--- src/include/irc_pkg.sv ---
package irc_pkg;
    // ==========================================================
    // clocking and bit timing
    localparam int unsigned CLK_HZ = 250_000_000;
    localparam int unsigned CLK_PERIOD_PS = 4000;
    localparam int unsigned BAUD = 9600;
    localparam int unsigned TICKS_PER_BIT = 16;
    localparam int unsigned TICK_DIV = CLK_HZ / (BAUD * TICKS_PER_BIT);
    localparam int unsigned FRAME_BITS = 10;
    localparam int unsigned DEC_BITS = 9;
    localparam int unsigned UART_SAMPLE_PHASE = TICKS_PER_BIT / 2 - 1;
    // ==========================================================
    // pulse shape
    localparam int unsigned ENC_LOW_HEAD = 7;
    localparam int unsigned ENC_HIGH = 3;
    localparam int unsigned ENC_LOW_TAIL = 6;
    localparam int unsigned DEC_LOW_TICKS = 3;
    localparam int unsigned DEC_HIGH_TICKS = 13;
    localparam int unsigned MIN_PULSE_NS = 1600;
    localparam int unsigned MIN_PULSE_CYC = (MIN_PULSE_NS * 1000 + CLK_PERIOD_PS - 1) / CLK_PERIOD_PS;
    // ==========================================================
    // buffers and packets
    localparam int unsigned HOST_BUF_MAX = 29;
    localparam int unsigned CTS_LEVEL = 23;
    localparam int unsigned CTS_SLACK = 6;
    localparam int unsigned IR_BLOCK = 64;
    localparam int unsigned HOST_BLOCK = 29;
    localparam int unsigned PROTO_OVERHEAD = 8;
    localparam int unsigned MIN_FRAME = 6;
    // ==========================================================
    // low power and revision code
    localparam longint unsigned IDLE_SEC = 10;
    localparam longint unsigned IDLE_CYCLES = IDLE_SEC * longint'(CLK_HZ);
    localparam logic [7:0] DEV_REV_DEFAULT = 8'h5A;
endpackage

--- src/include/irc_stream_if.sv ---
`timescale 1ns/10ps
`default_nettype none
interface irc_stream_if #(
    parameter int unsigned WIDTH = 8
);
    logic [WIDTH-1:0] data;
    logic valid;
    logic ready;
    modport sink(input data, input valid, output ready);
    modport source(output data, output valid, input ready);
endinterface
`default_nettype wire

--- src/rtl/irc_fifo.sv ---
`timescale 1ns/10ps
`default_nettype none
module irc_fifo #(
    parameter int unsigned WIDTH = 8,
    parameter int unsigned DEPTH = 32
) (
    input wire logic clk_sys,
    input wire logic rst_n,
    irc_stream_if.sink wr,
    irc_stream_if.source rd,
    output logic [$clog2(DEPTH+1)-1:0] count
);
    localparam int unsigned AW = $clog2(DEPTH);
    localparam int unsigned CW = $clog2(DEPTH + 1);

    // ==========================================================
    // parameter check
    if (DEPTH < 2 || (1 << AW) != DEPTH || $bits(wr.data) != WIDTH) begin : g_bad
        $error("irc_fifo: depth must be a power of two and width must match");
    end

    logic [WIDTH-1:0] mem_reg [DEPTH];
    logic [AW-1:0] wr_ptr_reg;
    logic [AW-1:0] rd_ptr_reg;
    logic [CW-1:0] count_reg;
    wire do_wr;
    wire do_rd;

    assign wr.ready = (count_reg != CW'(DEPTH));
    assign rd.valid = (count_reg != '0);
    assign rd.data = mem_reg[rd_ptr_reg];
    assign do_wr = wr.valid && wr.ready;
    assign do_rd = rd.valid && rd.ready;
    assign count = count_reg;

    // ==========================================================
    // storage carries data only, so it needs no reset
    always_ff @(posedge clk_sys) begin
        if (do_wr) begin
            mem_reg[wr_ptr_reg] <= wr.data;
        end
    end

    always_ff @(posedge clk_sys or negedge rst_n) begin
        if (!rst_n) begin
            wr_ptr_reg <= '0;
            rd_ptr_reg <= '0;
            count_reg <= '0;
        end else begin
            wr_ptr_reg <= do_wr ? AW'(wr_ptr_reg + 1'b1) : wr_ptr_reg;
            rd_ptr_reg <= do_rd ? AW'(rd_ptr_reg + 1'b1) : rd_ptr_reg;
            count_reg <= CW'(count_reg + CW'(do_wr) - CW'(do_rd));
        end
    end
endmodule // irc_fifo
`default_nettype wire

--- src/rtl/irc_codec.sv ---
`timescale 1ns/10ps
`default_nettype none
module irc_codec #(
    parameter int unsigned TICK_DIV = irc_pkg::TICK_DIV,
    parameter longint unsigned IDLE_CYCLES = irc_pkg::IDLE_CYCLES,
    parameter int unsigned HOST_DEPTH = 32,
    parameter int unsigned IR_DEPTH = 64,
    parameter logic [7:0] DEV_REV = irc_pkg::DEV_REV_DEFAULT // arbitrary value
) (
    input wire logic clk_sys,
    input wire logic rst_n,
    input wire logic host_tx_in,
    output logic host_rx_out,
    input wire logic rts_n_in,
    output logic cts_out,
    output logic ir_tx_out,
    input wire logic ir_rx_in,
    input wire logic photo_detect_cross,
    input wire logic link_open,
    output logic handler_active_o,
    output logic handler_active_oe,
    output logic osc_run,
    output logic disconnected_state,
    output logic [15:0] ir_rate_code,
    output logic [7:0] id_rev,
    output logic [7:0] tx_frame_len,
    output logic [6:0] rx_block_fill
);
    localparam int unsigned HCW = $clog2(HOST_DEPTH + 1);
    localparam int unsigned ICW = $clog2(IR_DEPTH + 1);
    localparam logic [3:0] PH_LAST = 4'(irc_pkg::TICKS_PER_BIT - 1);

    // ==========================================================
    // parameter checks
    if (TICK_DIV < 2 || TICK_DIV > 65535) begin : g_bad_div
        $error("irc_codec: tick divider out of range");
    end
    if (longint'(TICK_DIV) * irc_pkg::ENC_HIGH < irc_pkg::MIN_PULSE_CYC) begin : g_bad_pulse
        $error("irc_codec: zero-bit pulse shorter than the least pulse width");
    end
    if (HOST_DEPTH < irc_pkg::CTS_LEVEL + irc_pkg::CTS_SLACK || IR_DEPTH < irc_pkg::IR_BLOCK) begin : g_bad_buf
        $error("irc_codec: buffers too small");
    end
    if (IDLE_CYCLES < 2 || IDLE_CYCLES > 64'hFFFF_FFFF) begin : g_bad_idle
        $error("irc_codec: idle count out of range");
    end

    function automatic logic [3:0] phase_inc(input logic [3:0] p);
        phase_inc = 4'(p + 4'd1);
    endfunction

    // ==========================================================
    // declarations
    typedef enum logic [0:0] {IRC_IDLE, IRC_RUN} irc_eng_t;

    logic [15:0] div_reg;
    logic tick_reg;
    logic wake_s1_reg;
    logic wake_s2_reg;
    logic awake_reg;
    logic [31:0] idle_cnt_reg;

    irc_eng_t enc_state_reg;
    logic [3:0] enc_phase_reg;
    logic [3:0] enc_bit_reg;
    logic [9:0] enc_sr_reg;
    logic ir_tx_reg;

    irc_eng_t dec_state_reg;
    logic [3:0] dec_phase_reg;
    logic [3:0] dec_bit_reg;
    logic [8:0] dec_sr_reg;
    logic dec_low_reg;
    logic dec_push_reg;
    logic [4:0] guard_reg;

    irc_eng_t urx_state_reg;
    logic [3:0] urx_phase_reg;
    logic [3:0] urx_bit_reg;
    logic [8:0] urx_sr_reg;
    logic urx_push_reg;

    irc_eng_t utx_state_reg;
    logic [3:0] utx_phase_reg;
    logic [3:0] utx_bit_reg;
    logic [9:0] utx_sr_reg;
    logic host_rx_reg;

    logic cts_reg;
    logic disc_reg;
    logic ha_oe_reg;
    logic osc_reg;
    logic [15:0] rate_reg;
    logic [7:0] rev_reg;
    logic [4:0] tx_blk_reg;
    logic [6:0] rx_blk_reg;
    logic [7:0] frame_len_reg;

    logic [HCW-1:0] host_count;
    logic [ICW-1:0] ir_count;

    irc_stream_if #(.WIDTH(8)) host_wr ();
    irc_stream_if #(.WIDTH(8)) host_rd ();
    irc_stream_if #(.WIDTH(8)) ir_wr ();
    irc_stream_if #(.WIDTH(8)) ir_rd ();

    // ==========================================================
    // decode
    wire div_wrap = (div_reg == 16'(TICK_DIV - 1));
    wire enc_bit_end = tick_reg && (enc_phase_reg == PH_LAST);
    wire dec_bit_end = tick_reg && (dec_phase_reg == PH_LAST);
    wire urx_bit_end = tick_reg && (urx_phase_reg == PH_LAST);
    wire utx_bit_end = tick_reg && (utx_phase_reg == PH_LAST);
    wire enc_pulse = (enc_phase_reg >= 4'(irc_pkg::ENC_LOW_HEAD))
        && (enc_phase_reg < 4'(irc_pkg::ENC_LOW_HEAD + irc_pkg::ENC_HIGH));
    wire enc_start = (enc_state_reg == IRC_IDLE) && host_rd.valid && awake_reg
        && (dec_state_reg == IRC_IDLE) && (guard_reg == '0) && !dec_push_reg && ir_rx_in
        && tick_reg;
    wire dec_start = (dec_state_reg == IRC_IDLE) && (enc_state_reg == IRC_IDLE)
        && awake_reg && !ir_rx_in;
    wire dec_done = dec_bit_end && (dec_bit_reg == 4'(irc_pkg::DEC_BITS - 1));
    wire urx_start = (urx_state_reg == IRC_IDLE) && awake_reg && !host_tx_in;
    wire urx_done = urx_bit_end && (urx_bit_reg == 4'(irc_pkg::DEC_BITS - 1));
    // starting on a tick keeps the first bit a full sixteen ticks long
    wire utx_start = (utx_state_reg == IRC_IDLE) && ir_rd.valid && !rts_n_in && awake_reg
        && tick_reg;
    wire ir_activity = !ir_rx_in || (enc_state_reg == IRC_RUN) || (dec_state_reg == IRC_RUN);
    wire host_room = (host_count < HCW'(irc_pkg::HOST_BUF_MAX));
    wire tx_blk_wrap = (tx_blk_reg == 5'(irc_pkg::HOST_BLOCK - 1));
    wire rx_blk_wrap = (rx_blk_reg == 7'(irc_pkg::IR_BLOCK - 1));

    assign host_rd.ready = enc_start;
    assign ir_rd.ready = utx_start;
    assign ir_wr.valid = dec_push_reg;
    assign ir_wr.data = dec_sr_reg[8:1];
    assign host_wr.valid = urx_push_reg;
    assign host_wr.data = urx_sr_reg[8:1];

    // ==========================================================
    // buffers
    irc_fifo #(.WIDTH(8), .DEPTH(HOST_DEPTH)) u_host_buf (
        .clk_sys(clk_sys),
        .rst_n(rst_n),
        .wr(host_wr),
        .rd(host_rd),
        .count(host_count)
    );

    irc_fifo #(.WIDTH(8), .DEPTH(IR_DEPTH)) u_ir_buf (
        .clk_sys(clk_sys),
        .rst_n(rst_n),
        .wr(ir_wr),
        .rd(ir_rd),
        .count(ir_count)
    );

    // ==========================================================
    // bit tick, stopped while asleep to stand in for the halted oscillator
    always_ff @(posedge clk_sys or negedge rst_n) begin
        if (!rst_n) begin
            div_reg <= '0;
            tick_reg <= 1'b0;
        end else begin
            div_reg <= (!awake_reg || div_wrap) ? '0 : 16'(div_reg + 16'd1);
            tick_reg <= awake_reg && div_wrap;
        end
    end

    // ==========================================================
    // low power and wake; the synchroniser runs regardless of awake
    always_ff @(posedge clk_sys or negedge rst_n) begin
        if (!rst_n) begin
            wake_s1_reg <= 1'b0;
            wake_s2_reg <= 1'b0;
            awake_reg <= 1'b1;
            idle_cnt_reg <= '0;
        end else begin
            wake_s1_reg <= photo_detect_cross;
            wake_s2_reg <= wake_s1_reg;
            if (!awake_reg) begin
                awake_reg <= wake_s2_reg;
                idle_cnt_reg <= '0;
            end else if (ir_activity || !disc_reg) begin
                idle_cnt_reg <= '0;
            end else if (idle_cnt_reg == 32'(IDLE_CYCLES - 1)) begin
                awake_reg <= 1'b0;
                idle_cnt_reg <= '0;
            end else begin
                idle_cnt_reg <= 32'(idle_cnt_reg + 32'd1);
            end
        end
    end

    // ==========================================================
    // encoder: host bytes to infrared pulses
    always_ff @(posedge clk_sys or negedge rst_n) begin
        if (!rst_n) begin
            enc_state_reg <= IRC_IDLE;
            enc_phase_reg <= '0;
            enc_bit_reg <= '0;
            enc_sr_reg <= '1;
        end else begin
            unique case (enc_state_reg)
                IRC_IDLE: begin
                    if (enc_start) begin
                        enc_state_reg <= IRC_RUN;
                        enc_phase_reg <= '0;
                        enc_bit_reg <= '0;
                        enc_sr_reg <= {1'b1, host_rd.data, 1'b0};
                    end
                end
                IRC_RUN: begin
                    if (tick_reg) begin
                        enc_phase_reg <= phase_inc(enc_phase_reg);
                    end
                    if (enc_bit_end) begin
                        enc_bit_reg <= 4'(enc_bit_reg + 4'd1);
                        enc_sr_reg <= {1'b1, enc_sr_reg[9:1]};
                        if (enc_bit_reg == 4'(irc_pkg::FRAME_BITS - 1)) begin
                            enc_state_reg <= IRC_IDLE;
                        end
                    end
                end
            endcase
        end
    end

    // zero: low, 3-tick high pulse, low; one: low throughout
    always_ff @(posedge clk_sys or negedge rst_n) begin
        if (!rst_n) begin
            ir_tx_reg <= 1'b0;
        end else begin
            ir_tx_reg <= (enc_state_reg == IRC_RUN) && !enc_sr_reg[0] && enc_pulse;
        end
    end

    // ==========================================================
    // decoder: any low inside a 16-tick window is a zero
    always_ff @(posedge clk_sys or negedge rst_n) begin
        if (!rst_n) begin
            dec_state_reg <= IRC_IDLE;
            dec_phase_reg <= '0;
            dec_bit_reg <= '0;
            dec_sr_reg <= '1;
            dec_low_reg <= 1'b0;
            dec_push_reg <= 1'b0;
        end else begin
            dec_push_reg <= 1'b0;
            unique case (dec_state_reg)
                IRC_IDLE: begin
                    if (dec_start) begin
                        dec_state_reg <= IRC_RUN;
                        dec_phase_reg <= '0;
                        dec_bit_reg <= '0;
                        dec_low_reg <= 1'b1;
                    end
                end
                IRC_RUN: begin
                    if (tick_reg) begin
                        dec_phase_reg <= phase_inc(dec_phase_reg);
                    end
                    if (dec_bit_end) begin
                        dec_low_reg <= !ir_rx_in;
                        dec_sr_reg <= {!(dec_low_reg || !ir_rx_in), dec_sr_reg[8:1]};
                        dec_bit_reg <= 4'(dec_bit_reg + 4'd1);
                    end else begin
                        dec_low_reg <= dec_low_reg || !ir_rx_in;
                    end
                    if (dec_done) begin
                        // stop bit is not decoded; the byte is whole here
                        dec_state_reg <= IRC_IDLE;
                        dec_push_reg <= 1'b1;
                    end
                end
            endcase
        end
    end

    // one bit time of quiet after a received byte before transmitting
    always_ff @(posedge clk_sys or negedge rst_n) begin
        if (!rst_n) begin
            guard_reg <= '0;
        end else if (dec_push_reg) begin
            guard_reg <= 5'(irc_pkg::TICKS_PER_BIT);
        end else if (tick_reg && guard_reg != '0) begin
            guard_reg <= 5'(guard_reg - 5'd1);
        end
    end

    // ==========================================================
    // host uart receiver, mid-bit sampling
    always_ff @(posedge clk_sys or negedge rst_n) begin
        if (!rst_n) begin
            urx_state_reg <= IRC_IDLE;
            urx_phase_reg <= '0;
            urx_bit_reg <= '0;
            urx_sr_reg <= '1;
            urx_push_reg <= 1'b0;
        end else begin
            urx_push_reg <= 1'b0;
            unique case (urx_state_reg)
                IRC_IDLE: begin
                    if (urx_start) begin
                        urx_state_reg <= IRC_RUN;
                        urx_phase_reg <= '0;
                        urx_bit_reg <= '0;
                    end
                end
                IRC_RUN: begin
                    if (tick_reg) begin
                        urx_phase_reg <= phase_inc(urx_phase_reg);
                    end
                    if (tick_reg && urx_phase_reg == 4'(irc_pkg::UART_SAMPLE_PHASE)) begin
                        urx_sr_reg <= {host_tx_in, urx_sr_reg[8:1]};
                    end
                    if (urx_bit_end) begin
                        urx_bit_reg <= 4'(urx_bit_reg + 4'd1);
                    end
                    if (urx_done) begin
                        urx_state_reg <= IRC_IDLE;
                        // bytes past the 29-byte limit are lost; 6 of slack after cts
                        urx_push_reg <= !urx_sr_reg[0] && host_room;
                    end
                end
            endcase
        end
    end

    // ==========================================================
    // host uart transmitter, paced by ready-to-send
    always_ff @(posedge clk_sys or negedge rst_n) begin
        if (!rst_n) begin
            utx_state_reg <= IRC_IDLE;
            utx_phase_reg <= '0;
            utx_bit_reg <= '0;
            utx_sr_reg <= '1;
        end else begin
            unique case (utx_state_reg)
                IRC_IDLE: begin
                    if (utx_start) begin
                        utx_state_reg <= IRC_RUN;
                        utx_phase_reg <= '0;
                        utx_bit_reg <= '0;
                        utx_sr_reg <= {1'b1, ir_rd.data, 1'b0};
                    end
                end
                IRC_RUN: begin
                    if (tick_reg) begin
                        utx_phase_reg <= phase_inc(utx_phase_reg);
                    end
                    if (utx_bit_end) begin
                        utx_bit_reg <= 4'(utx_bit_reg + 4'd1);
                        utx_sr_reg <= {1'b1, utx_sr_reg[9:1]};
                        if (utx_bit_reg == 4'(irc_pkg::FRAME_BITS - 1)) begin
                            utx_state_reg <= IRC_IDLE;
                        end
                    end
                end
            endcase
        end
    end

    always_ff @(posedge clk_sys or negedge rst_n) begin
        if (!rst_n) begin
            host_rx_reg <= 1'b1;
        end else begin
            host_rx_reg <= (utx_state_reg == IRC_RUN) ? utx_sr_reg[0] : 1'b1;
        end
    end

    // ==========================================================
    // packet block accounting
    always_ff @(posedge clk_sys or negedge rst_n) begin
        if (!rst_n) begin
            tx_blk_reg <= '0;
            rx_blk_reg <= '0;
        end else begin
            if (disc_reg) begin
                tx_blk_reg <= '0;
            end else if (enc_start) begin
                tx_blk_reg <= tx_blk_wrap ? '0 : 5'(tx_blk_reg + 5'd1);
            end
            if (disc_reg) begin
                rx_blk_reg <= '0;
            end else if (dec_push_reg) begin
                rx_blk_reg <= rx_blk_wrap ? '0 : 7'(rx_blk_reg + 7'd1);
            end
        end
    end

    // ==========================================================
    // status outputs
    always_ff @(posedge clk_sys or negedge rst_n) begin
        if (!rst_n) begin
            cts_reg <= 1'b1;
            disc_reg <= 1'b1;
            ha_oe_reg <= 1'b0;
            osc_reg <= 1'b1;
            rate_reg <= '0;
            rev_reg <= '0;
            frame_len_reg <= 8'(irc_pkg::PROTO_OVERHEAD);
        end else begin
            disc_reg <= !link_open;
            // host is also held off while the link is down
            cts_reg <= (host_count >= HCW'(irc_pkg::CTS_LEVEL)) || disc_reg;
            ha_oe_reg <= !awake_reg;
            osc_reg <= awake_reg;
            rate_reg <= disc_reg ? 16'(irc_pkg::BAUD) : '0;
            rev_reg <= DEV_REV;
            frame_len_reg <= 8'(tx_blk_reg) + 8'(irc_pkg::PROTO_OVERHEAD);
        end
    end

    assign host_rx_out = host_rx_reg;
    assign cts_out = cts_reg;
    assign ir_tx_out = ir_tx_reg;
    assign handler_active_o = 1'b0; // open collector: only ever pulls low
    assign handler_active_oe = ha_oe_reg;
    assign osc_run = osc_reg;
    assign disconnected_state = disc_reg;
    assign ir_rate_code = rate_reg;
    assign id_rev = rev_reg;
    assign tx_frame_len = frame_len_reg;
    assign rx_block_fill = rx_blk_reg;
endmodule // irc_codec
`default_nettype wire

--- config.mk ---
export PLATFORM = sky130hd
export DESIGN_NAME = irc_codec
export DESIGN_NICKNAME = d
export VERILOG_FILES = /design/src/include/irc_pkg.sv /design/src/include/irc_stream_if.sv /design/src/rtl/irc_fifo.sv /design/src/rtl/irc_codec.sv
export SDC_FILE = /design/constraint.sdc
export NUM_CORES = 1
export LEC_CHECK = 0
export BUFFER_PORTS_ARGS = -buffer_cell sky130_fd_sc_hd__buf_2
export CORE_UTILIZATION = 62
export CTS_BUF_LIST = sky130_fd_sc_hd__clkbuf_4 sky130_fd_sc_hd__clkbuf_8
export CTS_CLUSTER_DIAMETER = 150
export DETAILED_ROUTE_END_ITERATION = 16
export GPL_TIMING_DRIVEN = 0
export PLACE_DENSITY = 0.75
export SETUP_SLACK_MARGIN = 0.5
export SYNTH_ARGS = -nofsm -noshare
export SYNTH_HDL_FRONTEND = slang
export SYNTH_HIERARCHICAL = 1
export SYNTH_SLANG_ARGS = --single-unit
--- constraint.sdc ---
create_clock -name clk_sys -period 8.1 [get_ports clk_sys]
set_input_delay 0.405 -clock clk_sys [delete_from_list [all_inputs] [get_ports clk_sys]]
set_output_delay 0.405 -clock clk_sys [all_outputs]
set_load 0.02 [all_outputs]
# After elaboration in Yosys (flattened, before gate mapping)
# Memories as Yosys holds them, arrays and structs flattened.
# Cells that the tools add are included.
[totals]
reg_bits = 208
latchBits = 0
mem_bits_rw = 768
mem_bits_ro = 0
in_bits = 7
wordCells = 236
memories = 2
[mem_list]
columns = ["name", "depth", "word_bits", "rd", "rd_clocked_by_memory_dff", "wr", "line", "source"]
rows = [
  ["u_ir_buf.mem_reg", 64, 8, 1, 0, 1, "irc_fifo.sv:22", "logic [WIDTH-1:0] mem_reg [DEPTH];"],
  ["u_host_buf.mem_reg", 32, 8, 1, 0, 1, "irc_fifo.sv:22", ""],
]
[op_classes]
n_addsub = 22
mul = 0
div = 0
magnitude_cmp = 4
eq_ne = 27
shifts = 0
mux = 68
bitwise_logic = 4
reduce_logical = 66
[ops]
columns = ["op", "n"]
rows = [
  ["32-bit two-way mux", 3],
  ["4-bit case mux with 2 select lines", 8],
  ["4-bit two-way mux", 12],
  ["10-bit two-way mux", 4],
  ["10-bit case mux with 2 select lines", 2],
  ["1-bit logical AND", 33],
  ["32-bit by 1-bit adder with 32-bit output, second input constant", 1],
  ["4-bit by 1-bit adder with 4-bit output, second input constant", 8],
  ["32-bit == test, second input constant", 1],
  ["4-bit == test, second input constant", 8],
  ["5-bit two-way mux", 5],
  ["1-bit two-way mux", 24],
  ["7-bit two-way mux", 3],
  ["2-bit AND reduction", 10],
  ["16-bit by 1-bit adder with 16-bit output, second input constant", 1],
  ["16-bit by 11-bit == test with 1-bit output, second input constant", 1],
  ["16-bit two-way mux", 1],
  ["5-bit by 1-bit adder with 5-bit output, second input constant", 3],
  ["14-bit two-way mux", 1],
  ["6-bit by 1-bit adder with 6-bit output, second input constant", 2],
  ["2-bit by 1-bit != test with 1-bit output, second input constant", 6],
  ["2-bit != test, second input constant", 6],
  ["1-bit logical NOT", 10],
  ["1-bit case mux with 2 select lines", 5],
  ["23 further kinds", 33],
]

# Depth between registers and ports, before layout
[logic_depth]
ltp_word = 10
depth_mapped = 18

# Cells and area by module
# The synthesis kept the hierarchy.
[modules_own_cells]
columns = ["module", "instances", "cells_each", "area_per_inst_um2", "seq_area_each_um2"]
rows = [
  ["irc_fifo at u_ir_buf", 1, 1097, 21170.3, 15850.2],
  ["irc_fifo at u_host_buf", 1, 554, 10840.4, 8087.8],
  ["irc_codec", 1, 725, 7591.0, 3980.1],
]

# Worst setup path before layout
# OpenSTA, ideal clock, no wires.
[synth_path]
path_kind = "register to register"
from = "reg u_host_buf.count_reg[2], in the netlist u_host_buf/count[2]"
to = "reg u_host_buf.count_reg[4], in the netlist u_host_buf/count[4]"
arrival_time_ns = 3.328
path_slack_ns = 4.693
stages_incl_launch_ff = 19
path_buffers = 1
period_less_slack_ns = 3.407
path_cell_list = "dfrtp_1 > inv_1 > ha_1 > nor3b_1 > nand2_1 > nor3b_1 > nand3_1 > clkinv_1 > buf_1 > a21boi_1 > ha_1 > inv_1 > ha_1 > inv_1 > fa_1 > inv_1 > a21oi_1 > o21ai_0 > xor2_1"
[synth_via]
elab_chain_cells = 10
[synth_rtl]
columns = ["element", "line", "source"]
rows = [
  ["start, declared", "irc_fifo.sv:25", "logic [CW-1:0] count_reg;"],
  ["start signal, assigned", "irc_fifo.sv:52", "count_reg <= CW'(count_reg + CW'(do_wr) - CW'(do_rd));"],
  ["6-bit nonzero test", "irc_fifo.sv:30", "assign rd.valid = (count_reg != '0);"],
  ["named net host_rd.valid", "irc_stream_if.sv:7", "logic valid;"],
  ["1-bit logical AND (2 in series)", "irc_codec.sv:116", "wire enc_start = (enc_state_reg == IRC_IDLE) && host_rd.valid && awake_reg"],
  ["1-bit logical AND (4 in series)", "irc_codec.sv:117", "&& (dec_state_reg == IRC_IDLE) && (guard_reg == '0) && !dec_push_reg && ir_rx_in"],
  ["1-bit logical AND", "irc_codec.sv:118", "&& tick_reg;"],
  ["named net enc_start", "irc_codec.sv:116", ""],
  ["1-bit logical AND", "irc_fifo.sv:33", "assign do_rd = rd.valid && rd.ready;"],
  ["named net u_host_buf.do_rd", "irc_fifo.sv:27", "wire do_rd;"],
  ["6-bit by 1-bit subtractor with 6-bit output", "irc_fifo.sv:52", ""],
]
# The timed path passes the listed nets, and every way through them passes these cells.
# A chain may end at the register's enable or synchronous reset.

# Final worst setup path
[layout_path]
from = "reg awake_reg"
to = "reg u_host_buf.count_reg[4], in the netlist u_host_buf/count[4]"
[layout_via]
elab_chain_cells = 8
[layout_rtl]
columns = ["element", "line", "source"]
rows = [
  ["start, declared", "irc_codec.sv:60", "logic awake_reg;"],
  ["start signal, assigned", "irc_codec.sv:181", "awake_reg <= wake_s2_reg;"],
  ["1-bit logical AND", "irc_codec.sv:116", ""],
  ["1-bit logical AND (4 in series)", "irc_codec.sv:117", ""],
  ["1-bit logical AND", "irc_codec.sv:118", ""],
  ["named net enc_start", "irc_codec.sv:116", ""],
  ["1-bit logical AND", "irc_fifo.sv:33", ""],
  ["named net u_host_buf.do_rd", "irc_fifo.sv:27", ""],
  ["6-bit by 1-bit subtractor with 6-bit output", "irc_fifo.sv:52", ""],
]
# The timed path passes the listed nets, and every way through them passes these cells.

==> results.md <==
Layout:
- Leaving out fill and tap cells, the most frequent cells in the layout are edfxtp_1 (768), mux2i_1 (163), clkbuf_8 (163).
- Leaving out fill and tap cells, the most frequent cell in the layout is edfxtp_1.
- The flip-flop count of the largest register after layout is 512.
- The net count of the finished layout is 2640.
- The area growth from synthesis to layout is 11.1%.
- The proportion of layout cells with a drive suffix above 1 is 0.206.

Critical path:
- The nature of the critical path startpoint is a register.
- The maximum fanout encountered on the critical timing path is 10.
- The start-to-end type of the worst setup path is register to register.
- The arrival time at the worst endpoint is 5290 ps.
- The required time at the endpoint of the critical path is 8820 ps.
- The nature of the critical path endpoint is a register.

STA:
- The final number of max-transition violations came to 0.
- The headroom to the max-slew limit is 0.135.
- Dividing the final minimum period by the clock period gives 0.564.
- The final count of hold timing violations came to 0.
- Subtracting the final worst setup slack from the clock period gives 4570 ps.
- The total setup violations reported at the end of the flow is 0.
- For the pin with the worst max-slew slack, the measured transition is 1300 ps.
- The worst-case clock skew is 37.8 ps.
- Based on the critical path, the design can be clocked at up to 0.219 GHz.
- Adding up every negative setup slack in the final design gives 0 ps.
- Setup repair after global routing left no endpoint under its margin.

Global route:
- For this run, the total global-route usage over all layers was measured as 0.274.
- For this run the aggregate overflow at the end of global routing stands at 0.
- In the global route stage, met2 resource usage came out at 0.458.
- The pin count of the biggest net entering global routing is 121.
- The initial antenna violation count is 1.
- The number of global-route vias before repair was 22500.
- The met3 usage in global routing is 0.0458.
- In this run the most used layer during global routing was met2.
- The first global-routing pass estimated 131000 um of wire.
- The fraction of met1 tracks used by global routing is 0.346.

CTS:
- Clock-pin slew was measured on the worst setup and hold paths at 60 ps.
- The clock net in this run drives a total of 960 sinks.
- The number of hold buffers added after CTS is 5.
- Post-CTS timing repair inserted 0 buffers for setup.
- The number of clock buffers added by TritonCTS is 152.
- In this run the number of H-tree levels came out at 4.
- The post-cts resize count is 0.
- In this run the clock root is driven by a clkbuf_8.
- The maximum count of clock buffers along a single path is 3.
- The worst-skew pair later-pin latency is 790 ps.
- TritonCTS built the clock tree.

Die:
- The overall die height is 255 um.
- The effective utilization at floorplan is 0.628.
- The die outline area is 64900 um2.
- The total area inside the core boundary comes to 63100 um2.
- Pin placement for this block handled 53 I/O pins.
- The initialized floorplan defines 92 standard-cell rows.
- Measured along the x axis, the die boundary spans 255 um.

Logic synthesis:
- The Yosys step of the flow raised 6 warnings.
- The cell count after synthesis is 2375.
- The synthesized area per cell is 16.7 um2.
- The cell area after technology mapping is 39600 um2.

Detailed routing:
- The count of antenna-violating nets left after detailed routing is 0.
- The number of optimization iterations in the first detailed-route pass is 6.
- After detailed routing, the average wire length per cell comes to 24.5 um.
- In the routed design, unresolved DRC markers number 0.
- After detailed routing, the number of vias per cell comes to 6.29.
- The number of design-rule violations left by the first detailed-router iteration is 2024.
- For this block, the routed nets add up to 86900 um of wire.
- The number of vias after detailed routing is 22300.

Placement:
- Port buffering added 33 buffers.
- The total half-perimeter wirelength after legalization and detailed placement is 55200 um.
- At the end of routability-driven placement, the weighted congestion stood at 0.892.

Pwr:
- The maximum ir drop on the vdd rail is 0.209 mV.
- The total power is 9.35 mW.
- The power density relative to cell area is 212 nW/um2.
- The total leakage power is 13.3 nW.

Hold path:
- The worst hold path belongs to the class input port to register.

Job:
- Across the run, the number of max-cap violations was 0.

Outcome:
- The flow ran to the end, and the final reports show no timing, DRC or antenna violations.
-- final cells by class --
cell class,count,area (um2)
Antenna cell,1,2.50
Timing Repair Buffer,39,253
Multi-Input combinational cell,1233,10500
Inverter,49,184
Fill cell,4083,19100
Sequential cell,960,27900
Clock buffer,216,2640
Tap cell,846,1060
Buffer,151,1020
Clock inverter,58,380
-- final timing paths --
path	startpoint	endpoint	slack [ps]	depth (start not counted)
max reg2reg	awake_reg$_DFF_PN1_	u_host_buf/count[4]$_DFF_PN0_	3530	14
min	rts_n_in	utx_state_reg$_DFF_PN0_	130	4
max	awake_reg$_DFF_PN1_	u_host_buf/count[4]$_DFF_PN0_	3530	14
max in group asynchronous	rst_n	u_ir_buf/wr_ptr_reg[5]$_DFFE_PN0P_	6910	3
min reg2reg	wake_s1_reg$_DFF_PN0_	wake_s2_reg$_DFF_PN0_	370	0
min in group asynchronous	rst_n	idle_cnt_reg[4]$_DFF_PN0_	170	2
-- layer usage --
layer	vias to the layer above	wire, um	share of wire
met3	242	5960	0.069
met1	11300	32800	0.38
met4	0	4380	0.050
met5	-	0	0
li1	9754	-	-
met2	1000	43800	0.50
-- where the power goes --
group	switching, mW	internal [mW]	total [mW]
clock	1.85	2.18	4.03
sequential	0.00137	5.27	5.27
combinational	0.0353	0.0148	0.0501
-- worst max-delay path, cell delays in order, from the launching register on --
cell      delay (ps)
dfstp_2          610
nor4bb_1         550
nand3_1          290
clkinv_1         270
buf_1            480
a21boi_1         710
ha_1             360
inv_1             60
ha_1             160
inv_1             60
fa_1             420
inv_1             80
a21oi_1           60
o21ai_0          240
xor2_1           170
-- through the flow --
stage / instance area [um2] / hold WS [ps] / setup slack [ps] / utilization / cells
finish: 44000 / 133 / 3530 / 0.698 / 3553
global route: 44000 / 183 / 3160 / 0.698 / 3553
CTS: 44000 / 69.0 / 3550 / 0.697 / 3552
detailed placement: 40900 / 358 / 3550 / 0.649 / 3273
global placement: 40900 / 334 / 3560 / 0.648 / 3272
floorplan: 39700 / 109 / 4690 / - / 2393
No activity file was read; power rests on OpenSTA's default activity.
